**src/common/hct_defines.vh**
```
// register map, field positions, reset values and codes of the hdlc channel tx block
`ifndef HCT_DEFINES_VH
`define HCT_DEFINES_VH

// register word indices, the byte address is four times the index
`define HCT_ADDR_MODE        6'h00
`define HCT_ADDR_TX_STATE    6'h01
`define HCT_ADDR_EVENT_MASK  6'h02
`define HCT_ADDR_STATUS      6'h03
`define HCT_ADDR_ENTRY_COUNT 6'h04

// mode register fields
`define HCT_MODE_NOF_LSB     0
`define HCT_MODE_NOF_MSB     3
`define HCT_MODE_IDLE_BIT    4
`define HCT_MODE_RESET       5'h00

// tx internal state word, msb-first numbering: field bit n sits at hardware bit 31-n
`define HCT_TS_BIT(n)        (31 - (n))
`define HCT_TS_BYTE_ORDER    28
`define HCT_TS_FC_MSB        27
`define HCT_TS_FC_LSB        24
`define HCT_TS_AT_MSB        26
`define HCT_TS_AT_LSB        24
`define HCT_TS_RESET         32'h00000000

// 16-bit mask and entry words, msb-first numbering: bit n at hardware bit 15-n
`define HCT_EV_BIT(n)        (15 - (n))
`define HCT_ENTRY_VALID      15
`define HCT_ENTRY_WRAP       14
`define HCT_ENTRY_CH_MSB     11
`define HCT_ENTRY_CH_LSB     6
`define HCT_EVENT_MASK_BITS  16'h303F
`define HCT_EVENT_MASK_RESET 16'h0000

`endif

```
**src/logic/hct_flag_seq.v**
```verilog
// flag sequencer: opening flags ahead of each frame and fill between frames
`timescale 1ns/1ps
`include "hct_defines.vh"
module hct_flag_seq #(
    parameter NOF_W = 4
) (
    input  wire             hclk,
    input  wire             hresetn,
    input  wire [NOF_W-1:0] min_flag_count,
    input  wire             idle_fill_select,
    input  wire             frame_ready,
    input  wire             flag_sent,
    input  wire             frame_end,
    output reg              send_flag,
    output reg              send_idle,
    output reg              frame_go,
    output reg  [1:0]       seq_state,
    output reg  [NOF_W:0]   flags_left
);
    localparam [1:0] SEQ_FILL  = 2'h0;
    localparam [1:0] SEQ_FLAGS = 2'h1;
    localparam [1:0] SEQ_DATA  = 2'h2;

    reg [1:0]     next_seq_state;
    reg [NOF_W:0] next_flags_left;

    always @* begin
        next_seq_state = seq_state;
        next_flags_left = flags_left;
        case (seq_state)
            SEQ_FILL: begin
                if (frame_ready) begin
                    next_seq_state = SEQ_FLAGS;
                    // count plus one, so a zero count still sends one flag
                    next_flags_left = {1'b0, min_flag_count} + {{NOF_W{1'b0}}, 1'b1};
                end
            end
            SEQ_FLAGS: begin
                if (flag_sent) begin
                    next_flags_left = flags_left - {{NOF_W{1'b0}}, 1'b1};
                    if (flags_left == {{NOF_W{1'b0}}, 1'b1}) begin
                        next_seq_state = SEQ_DATA;
                    end
                end
            end
            SEQ_DATA: begin
                if (frame_end) begin
                    next_seq_state = SEQ_FILL;
                end
            end
            default: begin
                next_seq_state = SEQ_FILL;
                next_flags_left = {(NOF_W+1){1'b0}};
            end
        endcase
    end

    always @(posedge hclk or negedge hresetn) begin
        if (!hresetn) begin
            seq_state <= SEQ_FILL;
            flags_left <= {(NOF_W+1){1'b0}};
            send_flag <= 1'b0;
            send_idle <= 1'b0;
            frame_go <= 1'b0;
        end else begin
            seq_state <= next_seq_state;
            flags_left <= next_flags_left;
            frame_go <= (seq_state == SEQ_FLAGS) && (next_seq_state == SEQ_DATA);
            // idle mode fills with idle patterns, otherwise with flags
            send_flag <= (next_seq_state == SEQ_FLAGS) ||
                         ((next_seq_state == SEQ_FILL) && !idle_fill_select);
            send_idle <= (next_seq_state == SEQ_FILL) && idle_fill_select;
        end
    end
endmodule // hct_flag_seq

```
**src/logic/hct_event_gate.v**
```verilog
// event gate: masks channel events and forms interrupt table entries
`timescale 1ns/1ps
`include "hct_defines.vh"
module hct_event_gate #(
    parameter CH_W = 6
) (
    input  wire            hclk,
    input  wire            hresetn,
    input  wire [15:0]     event_mask,
    input  wire [15:0]     event_word,
    input  wire [CH_W-1:0] channel_number,
    input  wire            table_wrap,
    output reg             irq_req,
    output reg             entry_wr,
    output reg  [15:0]     entry
);
    wire [15:0] gated;
    wire        any_event;

    // zero mask bit drops the event, a one passes it
    assign gated = event_word & event_mask & `HCT_EVENT_MASK_BITS;
    assign any_event = |gated;

    always @(posedge hclk or negedge hresetn) begin
        if (!hresetn) begin
            irq_req <= 1'b0;
            entry_wr <= 1'b0;
            entry <= 16'h0000;
        end else begin
            irq_req <= any_event;
            entry_wr <= any_event;
            if (any_event) begin
                entry <= gated;
                entry[`HCT_ENTRY_VALID] <= 1'b1;
                entry[`HCT_ENTRY_WRAP] <= table_wrap;
                entry[`HCT_ENTRY_CH_MSB:`HCT_ENTRY_CH_LSB] <= channel_number;
            end
        end
    end
endmodule // hct_event_gate

```
**src/logic/hct_channel.v**
```verilog
// hdlc channel tx state, mode and event mask registers behind an ahb-lite slave
//
// The AHB-Lite slave port and the placing of the registers were decided locally.
`timescale 1ns/1ps
`include "hct_defines.vh"
// Overview of operation
// - four-bit min_flag_count sets the least number of flags before each frame
// - a zero count still sends one flag before the first frame
// - in both fill modes, count plus one flags go out, then frame data
// - byte_order_select zero gives little-endian, one big-endian transmit buffer access
// - function-code variant: high byte bits 4-7 drive bus_function_code
// - address-type variant: high byte bits 5-7 drive bus_address_type
// - mask bits sit at the entry positions of their events
// - a zero mask bit stops both request and table entry
// - a one mask bit raises the request and logs the entry
// - entry carries valid, wrap, event flags and channel number
module hct_channel #(
    parameter       FC_VARIANT = 1,
    parameter       CH_W       = 6,
    parameter [5:0] CHANNEL    = 6'h00
) (
    input  wire        hclk,
    input  wire        hresetn,
    input  wire        hsel,
    input  wire [31:0] haddr,
    input  wire [1:0]  htrans,
    input  wire        hwrite,
    input  wire [2:0]  hsize,
    input  wire [31:0] hwdata,
    input  wire        hready,
    output wire        hreadyout,
    output wire        hresp,
    output reg  [31:0] hrdata,
    input  wire        frame_ready,
    input  wire        flag_sent,
    input  wire        frame_end,
    output wire        send_flag,
    output wire        send_idle,
    output wire        frame_go,
    output reg  [3:0]  bus_function_code,
    output reg  [2:0]  bus_address_type,
    output reg         byte_order_select,
    input  wire        non_idle_event,
    input  wire        idle_event,
    input  wire        max_frame_exceeded_event,
    input  wire        tx_underrun_event,
    input  wire        rx_frame_event,
    input  wire        no_rx_buffer_event,
    input  wire        tx_buffer_done_event,
    input  wire        rx_buffer_done_event,
    input  wire        table_wrap,
    output wire        irq_req,
    output wire        entry_wr,
    output wire [15:0] entry
);
    reg  [3:0]  min_flag_count;
    reg         idle_fill_select;
    reg  [31:0] tx_internal_state;
    reg  [15:0] event_mask;
    reg  [15:0] entry_count;

    reg         dp_wr;
    reg         dp_rd;
    reg         rd_done;
    reg  [5:0]  dp_addr;
    reg         dp_hit;
    reg  [31:0] rd_mux;

    wire        accept;
    wire        addr_in_range;
    wire [1:0]  seq_state;
    wire [4:0]  flags_left;
    reg  [15:0] event_word;

    // bus handshake: writes take no wait state, reads take one
    assign accept = hsel && htrans[1] && hready;
    assign addr_in_range = (haddr[31:8] == 24'h000000) && (haddr[1:0] == 2'h0);
    assign hreadyout = !dp_rd || rd_done;
    assign hresp = 1'b0;

    // address phase capture
    always @(posedge hclk or negedge hresetn) begin
        if (!hresetn) begin
            dp_wr <= 1'b0;
            dp_rd <= 1'b0;
            rd_done <= 1'b0;
            dp_addr <= 6'h00;
            dp_hit <= 1'b0;
        end else if (hready) begin
            dp_wr <= accept && hwrite;
            dp_rd <= accept && !hwrite;
            rd_done <= 1'b0;
            dp_addr <= haddr[7:2];
            dp_hit <= addr_in_range;
        end else if (dp_rd) begin
            rd_done <= 1'b1;
        end
    end

    // read data mux, unmapped addresses read zero
    always @* begin
        rd_mux = 32'h00000000;
        if (dp_hit) begin
            case (dp_addr)
                `HCT_ADDR_MODE: begin
                    rd_mux[`HCT_MODE_NOF_MSB:`HCT_MODE_NOF_LSB] = min_flag_count;
                    rd_mux[`HCT_MODE_IDLE_BIT] = idle_fill_select;
                end
                `HCT_ADDR_TX_STATE: begin
                    rd_mux = tx_internal_state;
                end
                `HCT_ADDR_EVENT_MASK: begin
                    rd_mux[15:0] = event_mask;
                end
                `HCT_ADDR_STATUS: begin
                    rd_mux[1:0] = seq_state;
                    rd_mux[12:8] = flags_left;
                end
                `HCT_ADDR_ENTRY_COUNT: begin
                    rd_mux[15:0] = entry_count;
                end
                default: begin
                    rd_mux = 32'h00000000;
                end
            endcase
        end
    end

    always @(posedge hclk or negedge hresetn) begin
        if (!hresetn) begin
            hrdata <= 32'h00000000;
        end else if (dp_rd && !rd_done) begin
            hrdata <= rd_mux;
        end
    end

    // register writes in the data phase
    always @(posedge hclk or negedge hresetn) begin
        if (!hresetn) begin
            min_flag_count <= 4'h0;
            idle_fill_select <= 1'b0;
            tx_internal_state <= `HCT_TS_RESET;
            event_mask <= `HCT_EVENT_MASK_RESET;
        end else if (dp_wr && dp_hit) begin
            case (dp_addr)
                `HCT_ADDR_MODE: begin
                    min_flag_count <= hwdata[`HCT_MODE_NOF_MSB:`HCT_MODE_NOF_LSB];
                    idle_fill_select <= hwdata[`HCT_MODE_IDLE_BIT];
                end
                `HCT_ADDR_TX_STATE: begin
                    tx_internal_state <= hwdata;
                end
                `HCT_ADDR_EVENT_MASK: begin
                    // only event positions are kept, reserved bits read zero
                    event_mask <= hwdata[15:0] & `HCT_EVENT_MASK_BITS;
                end
                default: begin
                    event_mask <= event_mask;
                end
            endcase
        end
    end

    // dma cycle attributes taken from the tx state high byte
    always @(posedge hclk or negedge hresetn) begin
        if (!hresetn) begin
            bus_function_code <= 4'h0;
            bus_address_type <= 3'h0;
            byte_order_select <= 1'b0;
        end else begin
            // high byte bit 3 is hardware bit 28 in lsb-first naming
            byte_order_select <= tx_internal_state[`HCT_TS_BYTE_ORDER];
            if (FC_VARIANT != 0) begin
                bus_function_code <= tx_internal_state[`HCT_TS_FC_MSB:`HCT_TS_FC_LSB];
                bus_address_type <= 3'h0;
            end else begin
                bus_function_code <= 4'h0;
                bus_address_type <= tx_internal_state[`HCT_TS_AT_MSB:`HCT_TS_AT_LSB];
            end
        end
    end

    // events placed at their entry positions
    always @* begin
        event_word = 16'h0000;
        event_word[`HCT_EV_BIT(2)] = non_idle_event;
        event_word[`HCT_EV_BIT(3)] = idle_event;
        event_word[`HCT_EV_BIT(10)] = max_frame_exceeded_event;
        event_word[`HCT_EV_BIT(11)] = tx_underrun_event;
        event_word[`HCT_EV_BIT(12)] = rx_frame_event;
        event_word[`HCT_EV_BIT(13)] = no_rx_buffer_event;
        event_word[`HCT_EV_BIT(14)] = tx_buffer_done_event;
        event_word[`HCT_EV_BIT(15)] = rx_buffer_done_event;
    end

    // count of entries written, for software bookkeeping
    always @(posedge hclk or negedge hresetn) begin
        if (!hresetn) begin
            entry_count <= 16'h0000;
        end else if (entry_wr) begin
            entry_count <= entry_count + 16'h0001;
        end
    end

    hct_flag_seq #(
        .NOF_W            (4)
    ) u_flag_seq (
        .hclk             (hclk),
        .hresetn          (hresetn),
        .min_flag_count   (min_flag_count),
        .idle_fill_select (idle_fill_select),
        .frame_ready      (frame_ready),
        .flag_sent        (flag_sent),
        .frame_end        (frame_end),
        .send_flag        (send_flag),
        .send_idle        (send_idle),
        .frame_go         (frame_go),
        .seq_state        (seq_state),
        .flags_left       (flags_left)
    );

    hct_event_gate #(
        .CH_W             (CH_W)
    ) u_event_gate (
        .hclk             (hclk),
        .hresetn          (hresetn),
        .event_mask       (event_mask),
        .event_word       (event_word),
        .channel_number   (CHANNEL[CH_W-1:0]),
        .table_wrap       (table_wrap),
        .irq_req          (irq_req),
        .entry_wr         (entry_wr),
        .entry            (entry)
    );
endmodule // hct_channel

```
**config.mk**
```make
export PLATFORM = sky130hd
export DESIGN_NAME = hct_channel
export DESIGN_NICKNAME = d
export VERILOG_FILES = /design/src/logic/hct_flag_seq.v /design/src/logic/hct_event_gate.v /design/src/logic/hct_channel.v
export VERILOG_INCLUDE_DIRS = /design/src /design/src/common
export SDC_FILE = /design/constraint.sdc
export NUM_CORES = 1
export LEC_CHECK = 0
export BUFFER_PORTS_ARGS = -buffer_cell sky130_fd_sc_hd__buf_2
export CORE_UTILIZATION = 55
export DETAILED_ROUTE_END_ITERATION = 8
export PLACE_DENSITY = 0.82
export SYNTH_ARGS = -nofsm -noshare
export SYNTH_HDL_FRONTEND = slang
export SYNTH_HIERARCHICAL = 1
export SYNTH_SLANG_ARGS = --single-unit
```
**constraint.sdc**
```tcl
create_clock -name hclk -period 5.79 [get_ports hclk]
set_input_delay 0.8685 -clock hclk [delete_from_list [all_inputs] [get_ports hclk]]
set_output_delay 0.8685 -clock hclk [all_outputs]
set_load 0.02 [all_outputs]
```
==> summary.txt, run 1 <==
Status
  • Status: finished clean

Timing
  • Final setup fails: 0
  • Slew Limit Fails: 0
  • Tmin final: 2.72 ns
  • Unrepaired setup endpoints after global routing: false
  • Fin worst setup slack: a little over 3 ns
  • Clock skew: around 0.013 ns
  • FMAX: approximately 0.37 GHz
  • Worst-margin pin slew: about 1 ns
  • Hold slack: 0.397 ns
  • Fin crit share: 0.469
  • Final TNS setup: 0 ns
  • Slew HR: 0.322
  • Final hold violation count: 0

Synthesis
  • Ys flop type: dfrtp_1
  • Synth Instances: ~450
  • Post-synthesis sequential area ratio: 0.572
  • Simple-gate share of the synthesized area: 0.0972
  • Cell taking the most area after synthesis: dfrtp_1
  • Cell variety after synth: 62
  • Main combinational cell family by area after synthesis: multiplexers
  • Syn_area_per_cell: about 13 sq um
  • Post-Synth Adder-Cell Area: 0.0102
  • Most frequent cell after synthesis: dfrtp_1
  • XOR/XNOR Fraction of Synth Area: 0.0267
  • Post-synth top cells: dfrtp_1 (135), mux2_2 (51), a22o_1 (33)
  • Post-synthesis mux area share: 0.132
  • Area contributors post-synth: dfrtp_1 (57%), mux2_2 (9.7%), a22o_1 (4.9%)
  • Post-synth top area share: 0.572
  • Flops & latches, synth: roughly 140
  • Synth warnings: 6
  • Mapped Area: between 5000 and 6000 sq um
  • Area fraction in compound gates after synthesis: 0.127
  • Ys async rst share: 1.00
  • Post-synth EDFFs: 0

CTS
  • Num CTS Buffers: 17
  • Htree depth: 4
  • CTS tree: done
  • Clock Path Buffers: 2
  • Worst skew pair latency: around 0.52 ns
  • Clock root buffer master: clkbuf_8
  • CTS sink cnt: 135
  • Hold Buf Count CTS: 0
  • Post-CTS sizing: 0
  • Clk slew on worst S/H paths: 0.06 ns
  • Post-CTS Setup Repair Bufs: 0

Placement
  • Global placer's final weighted congestion: between 0.8 and 0.9
  • Placed wire-length estimate: around 9200 microns
  • Setup Slack @ Placement: 3.09 ns
  • I/O Buffers: 140

Global routing
  • GRT Total Usage: 0.266
  • First-pass GRT wire length: between 20000 and 25000 microns
  • Via count of the first global-routing pass: approximately 4.5k
  • Initial antenna violation count: 0
  • GRT Residual Overflow: 0
  • Largest net degree at the start of global routing: 83

Floorplanning
  • Initial Util: 0.569
  • Top Ports: around 150
  • Chip height: ~110 microns
  • Core ar.: a little over 10000 sq um
  • Die area: 11200 sq um
  • Row cnt: 37
  • DIE WIDTH: around 110 microns

Drt
  • Via density per instance: 5.79
  • Average wire per standard cell: ~18 microns
  • Initial DRC count: between 200 and 250
  • # DRC: 0
  • Final wirelength: about 14000 microns
  • 1st-pass router iterations: 5
  • Post-route ant nets: 0
  • Vias: 4324

Run
  • Maxcap violations: 0

Worst hold path
  • Worst min path class: reg2reg
  • Cell depth of the worst min-delay path: 0

Final layout
  • Fraction of layout instances using a drive strength above 1: 0.401
  • Synth-to-Final Area Change: 22.5%
  • Ant. Diodes: 0
  • Final #Nets: a little under 700
  • Final core area utilization: 0.698

Power and ir drop
  • Logic pwr share: 0.150
  • Sequential power share: 0.442
  • Peak supply drop: 0.191 mV
  • Cell internal pwr: roughly 0.0018 W
  • Switching share of power: 0.291
  • Final Total Pwr: around 0.0025 W
  • Clk network pwr share: 0.407
  • P_leak: approximately 3.6 nW
  • Pwr/cell area: between 300 and 400 nW/um^2
  • NetSw: around 0.00073 W

Worst setup path
  • Worst setup EP type: flip-flop
  • Worst-path fanout max: 20
  • Worst Path Arrival: between 3 and 4 ns
  • WP data required: between 6 and 7 ns
  • R2R depth: 4
  • Setup CP Type: reg2reg
  • Worst Setup Start Kind: flip-flop
layout make-up:
| cell class | count | area [sq um] |
|---|---|---|
| clock buffer | 18 | 428 |
| timing repair buffer | 143 | 726 |
| fill | 727 | 3140 |
| tap | 136 | 170 |
| sequential | 135 | 3380 |
| clock inverter | 14 | 136 |
| inverter | 8 | 37.5 |
| multi-input combinational | 293 | 2360 |
layout by cell type (no fill, tap or decap), drive strengths merged, types with 2 or more instances in the layout:
cell      count
buf         143
dfrtp       135
mux2         59
a22o         34
a22oi        18
nand2        18
o21ai        18
clkbuf       18
inv          15
xnor2        13
nor2         13
nor4         11
nand3        10
conb         10
mux2i         9
nor2b         8
nand2b        6
nor3          6
nand4         5
xor2          5
o22ai         4
o2bb2ai       4
ha            4
a21oi         4
clkinv        4
and3          3
or3           2
or2           2
o22a          2
clkinvlp      2
or2b          2
o21bai        2
nor4b         2
a211oi        2
power by group through the flow:
stage          Clock (W)  Combinational, W  Sequential, W
2_1_floorplan          0          0.000237        0.00112
3_3_place_gp           0          0.000354        0.00112
3_5_place_dp           0          0.000374        0.00112
4_1_cts          0.00104          0.000376        0.00111
5_1_grt          0.00108          0.000411        0.00112
6_report         0.00102          0.000377        0.00111
through the flow:
step,area (sq um),cells
2_1_floorplan,5940,461
3_3_place_gp,6670,715
3_5_place_dp,6670,715
4_1_cts,7230,747
5_1_grt,7230,747
6_report,7230,747
routing by layer:
layer / global-route usage / vias to the layer above / routed length (microns)
li1: - / 1957 / -
met1: 0.337 / 2169 / 5670
met2: 0.443 / 169 / 6960
met3: 0.0563 / 29 / 790
met4: 0.115 / 0 / 298
met5: 0 / - / 0
logic make-up (layout without fill, tap and decap cells):
group,Yosys count,after routing
AOI/OAI and AO/OA,98,98
buffers and inverters,33,183
xor gates and xnor gates,18,18
adders and majority gates,5,5
other,1,10
muxes,68,68
DFF,135,135
and+or+nand+nor,94,94
worst max-delay path, cell delays in order (launching register included):
cell	delay (ns)
dfrtp_1	0.92
nor2b_1	0.36
and3_1	0.28
nor2b_1	0.64
mux2_2	0.40
flip-flops by register name (all words and copies together) (netlist names):
register,flops
tx_internal_state,32
dp_wr,1
dp_hit,1
idle_fill_select,1
dp_addr,6
u_flag_seq/flags_left,5
entry_count,16
u_event_gate/irq_req,1
rd_done,1
byte_order_select,1
u_event_gate/entry,16
dp_rd,1
u_flag_seq/send_idle,1
min_flag_count,4
u_flag_seq/frame_go,1
hrdata,32
u_flag_seq/seq_state,2
u_flag_seq/send_flag,1
bus_function_code,4
event_mask,8
path summary, 6_finish.rpt:
check                                      start                       end  slack (ns)
min reg2reg                tx_internal_state[27]      bus_function_code[3]        0.40
max in group asynchronous                hresetn  u_flag_seq/flags_left[2]        4.01
min in group asynchronous                hresetn       u_flag_seq/frame_go        0.54
min                        tx_internal_state[27]      bus_function_code[3]        0.40
max reg2reg                           dp_addr[1]             event_mask[1]        3.07
max                                   dp_addr[1]             event_mask[1]        3.07
Power figures use the tool's default switching activity.
==> inputs of run 2 (changes only) <==
CORE_UTILIZATION = 48   (was 55)
PLACE_DENSITY = 0.76   (was 0.82)
clock period = 2.19 ns   (was 5.79 ns; I/O delays follow)
==> summary.txt, run 2 (synthesized netlist as in run 1, its figures left out) <==
CTS
  • CTS sink cnt: 135 (unchanged)
  • Clk slew on worst S/H paths: 0.06 ns (about the same)
  • Worst skew pair latency: 0.41 ns (-0.11 ns)
  • CTS tree: done
  • Htree depth: 4 (unchanged)
  • Post-CTS sizing: 0 (unchanged)
  • Num CTS Buffers: 17 (unchanged)
  • Clock Path Buffers: 2 (unchanged)
  • Clock root buffer master: clkbuf_16

Timing
  • Final TNS setup: 0 ns (unchanged)
  • Final setup fails: 0 (unchanged)
  • Worst-margin pin slew: 0.609 ns (-0.408 ns)
  • Unrepaired setup endpoints after global routing: false
  • FMAX: 0.490 GHz (+33%)
  • Clock skew: 0.00537 ns (-0.00812 ns)
  • Slew Limit Fails: 0 (unchanged)
  • Final hold violation count: 0 (unchanged)
  • Fin crit share: 0.933 (+0.464)
  • Slew HR: 0.594 (+0.272)
  • Tmin final: 2.04 ns (-0.673 ns)

Global routing
  • GRT Residual Overflow: 0 (unchanged)
  • Largest net degree at the start of global routing: 50 (-40%)
  • Via count of the first global-routing pass: 4410 (-3.0%)
  • Initial antenna violation count: 0 (unchanged)
  • GRT Total Usage: 0.223 (-0.0430)
  • First-pass GRT wire length: 21800 microns (-4.3%)

Worst setup path
  • Setup CP Type: reg2reg
  • Worst setup EP type: flip-flop
  • Worst-path fanout max: 11 (-45%)
  • R2R depth: 5 (+1)
  • Worst Path Arrival: 2.34 ns (-0.78 ns)
  • Worst Setup Start Kind: flip-flop
  • WP data required: 2.48 ns (-3.71 ns)

Drt
  • Via density per instance: 5.54 (-4.2%)
  • Post-route ant nets: 0 (unchanged)
  • Final wirelength: 13400 microns (-2.5%)
  • 1st-pass router iterations: 4 (-1)
  • Average wire per standard cell: 17.3 microns (-5.7%)
  • # DRC: 0 (unchanged)
  • Initial DRC count: 250 (+15%)
  • Vias: 4280 (-1.0%)

Floorplanning
  • Core ar.: 12000 sq um (+16%)
  • DIE WIDTH: 113 microns (+6.9%)
  • Row cnt: 40 (+8.1%)
  • Die area: 12800 sq um (+14%)
  • Chip height: 113 microns (+6.9%)
  • Top Ports: 149 (unchanged)
  • Initial Util: 0.492 (-0.0778)

Final layout
  • Commonest non-fill, non-tap cell in the layout: buf_2
  • Final #Nets: 702 (+2.0%)
  • Synth-to-Final Area Change: 25.1%
  • Register area: 3380 sq um (unchanged)
  • Fill count: 946 (+30%)
  • Multi-input logic area: 2360 sq um (unchanged)
  • Ant. Diodes: 0 (unchanged)
  • Biggest registers after layout: hrdata (32), tx_internal_state (32)
  • Fraction of layout instances using a drive strength above 1: 0.411 (+0.0102)
  • Commonest cells after routing, fill and taps aside: buf_2 (139), dfrtp_1 (135), mux2_2 (51)

Power and ir drop
  • Peak supply drop: 0.577 mV (+200%)
  • NetSw: 0.00183 W (+150%)
  • Logic pwr share: 0.153 (+0.003)
  • Sequential power share: 0.442 (about the same)
  • Switching share of power: 0.278 (-0.0131)
  • Final Total Pwr: 0.00660 W (+160%)
  • Clk network pwr share: 0.405 (-0.002)
  • Pwr/cell area: 893 nW/um^2 (+160%)
  • P_leak: 3.68 nW (+1.8%)
  • Cell internal pwr: 0.00476 W (+170%)

Placement
  • I/O Buffers: 140 (unchanged)
  • Placed wire-length estimate: 9520 microns (+3.0%)
  • Global placer's final weighted congestion: 0.837 (+3.7%)

Worst hold path
  • Worst min path class: in2reg
  • Cell depth of the worst min-delay path: 2 (+2)

Run
  • Maxcap violations: 0 (unchanged)

Status
  • Status: finished clean
run 2: cell types whose count changed in the layout (fill, tap and decap cells not counted):
cell           delta
clkbuf_1          +1
inv_8             -1
clkbuf_16         +1
clkinv_4          -1
inv_6             -6
clkinvlp_4        +4
buf_12            +3
buf_4            +10
clkinv_2          +2
dlygate4sd3_1     +1
run 2: power by group through the flow:
stage               Clock (W)  Combinational [W]  Sequential [W]
floorplan                   0           0.000625         0.00297
global route          0.00284            0.00110         0.00294
detailed placement          0            0.00101         0.00295
finish                0.00267            0.00101         0.00291
CTS                   0.00271            0.00101         0.00291
global placement            0           0.000975         0.00294
run 2: layer usage:
layer / vias up / GRT usage / wire length (microns) / share of wire
li1: 1987 / - / - / -
met1: 2130 / 0.287 / 5770 / 0.43
met5: - / 0 / 0 / 0
met2: 141 / 0.358 / 6520 / 0.49
met3: 22 / 0.0637 / 854 / 0.064
met4: 0 / 0.0868 / 227 / 0.017
run 2: worst paths after layout:
kind	end	slack [ns]	from
max in group asynchronous	entry_count[5]	1.11	hresetn
setup / recovery	event_mask[2]	0.15	dp_addr[0]
setup reg to reg	event_mask[2]	0.15	dp_addr[0]
min in group asynchronous	u_flag_seq/frame_go	0.44	hresetn
hold reg to reg	bus_function_code[0]	0.40	tx_internal_state[24]
hold / removal	tx_internal_state[6]	0.15	hwdata[6]
run 2: area by class of cell:
class | count | share of cell area
Inverter | 8 | 0.00508
Clock inverter | 12 | 0.0141
Timing Repair Buffer | 157 | 0.118
Sequential cell | 135 | 0.457
Clock buffer | 20 | 0.0618
Multi-Input combinational cell | 293 | 0.319
Tap cell | 147 | 0.0249
run 2: worst max-delay path: stages, from the launching register on:
cell	delay (ns)
dfrtp_1	0.49
nor2b_1	0.34
and3_1	0.30
nor2b_1	0.26
buf_4	0.19
mux2_2	0.34
run 2: repair_timing:
| action | in CTS | in global routing |
|---|---|---|
| hold endpoints to repair | 39 | 0 |
| setup endpoints to repair | 0 | 0 |
| setup buffers | 0 | 0 |
| hold buffers | 1 | 0 |
run 2: through the flow:
step | hold slack, ns | worst slack [ns] | area (sq um) | cells | util
after floorplan | 0.0329 | 0.262 | 5940 | 461 | -
after global placement | 0.339 | 0.223 | 6820 | 739 | 0.568
after detailed placement | 0.341 | 0.189 | 6820 | 739 | 0.568
after CTS | 0.129 | 0.169 | 7390 | 772 | 0.615
after global routing | 0.135 | 0.0667 | 7390 | 772 | 0.615
final | 0.146 | 0.147 | 7390 | 772 | 0.615
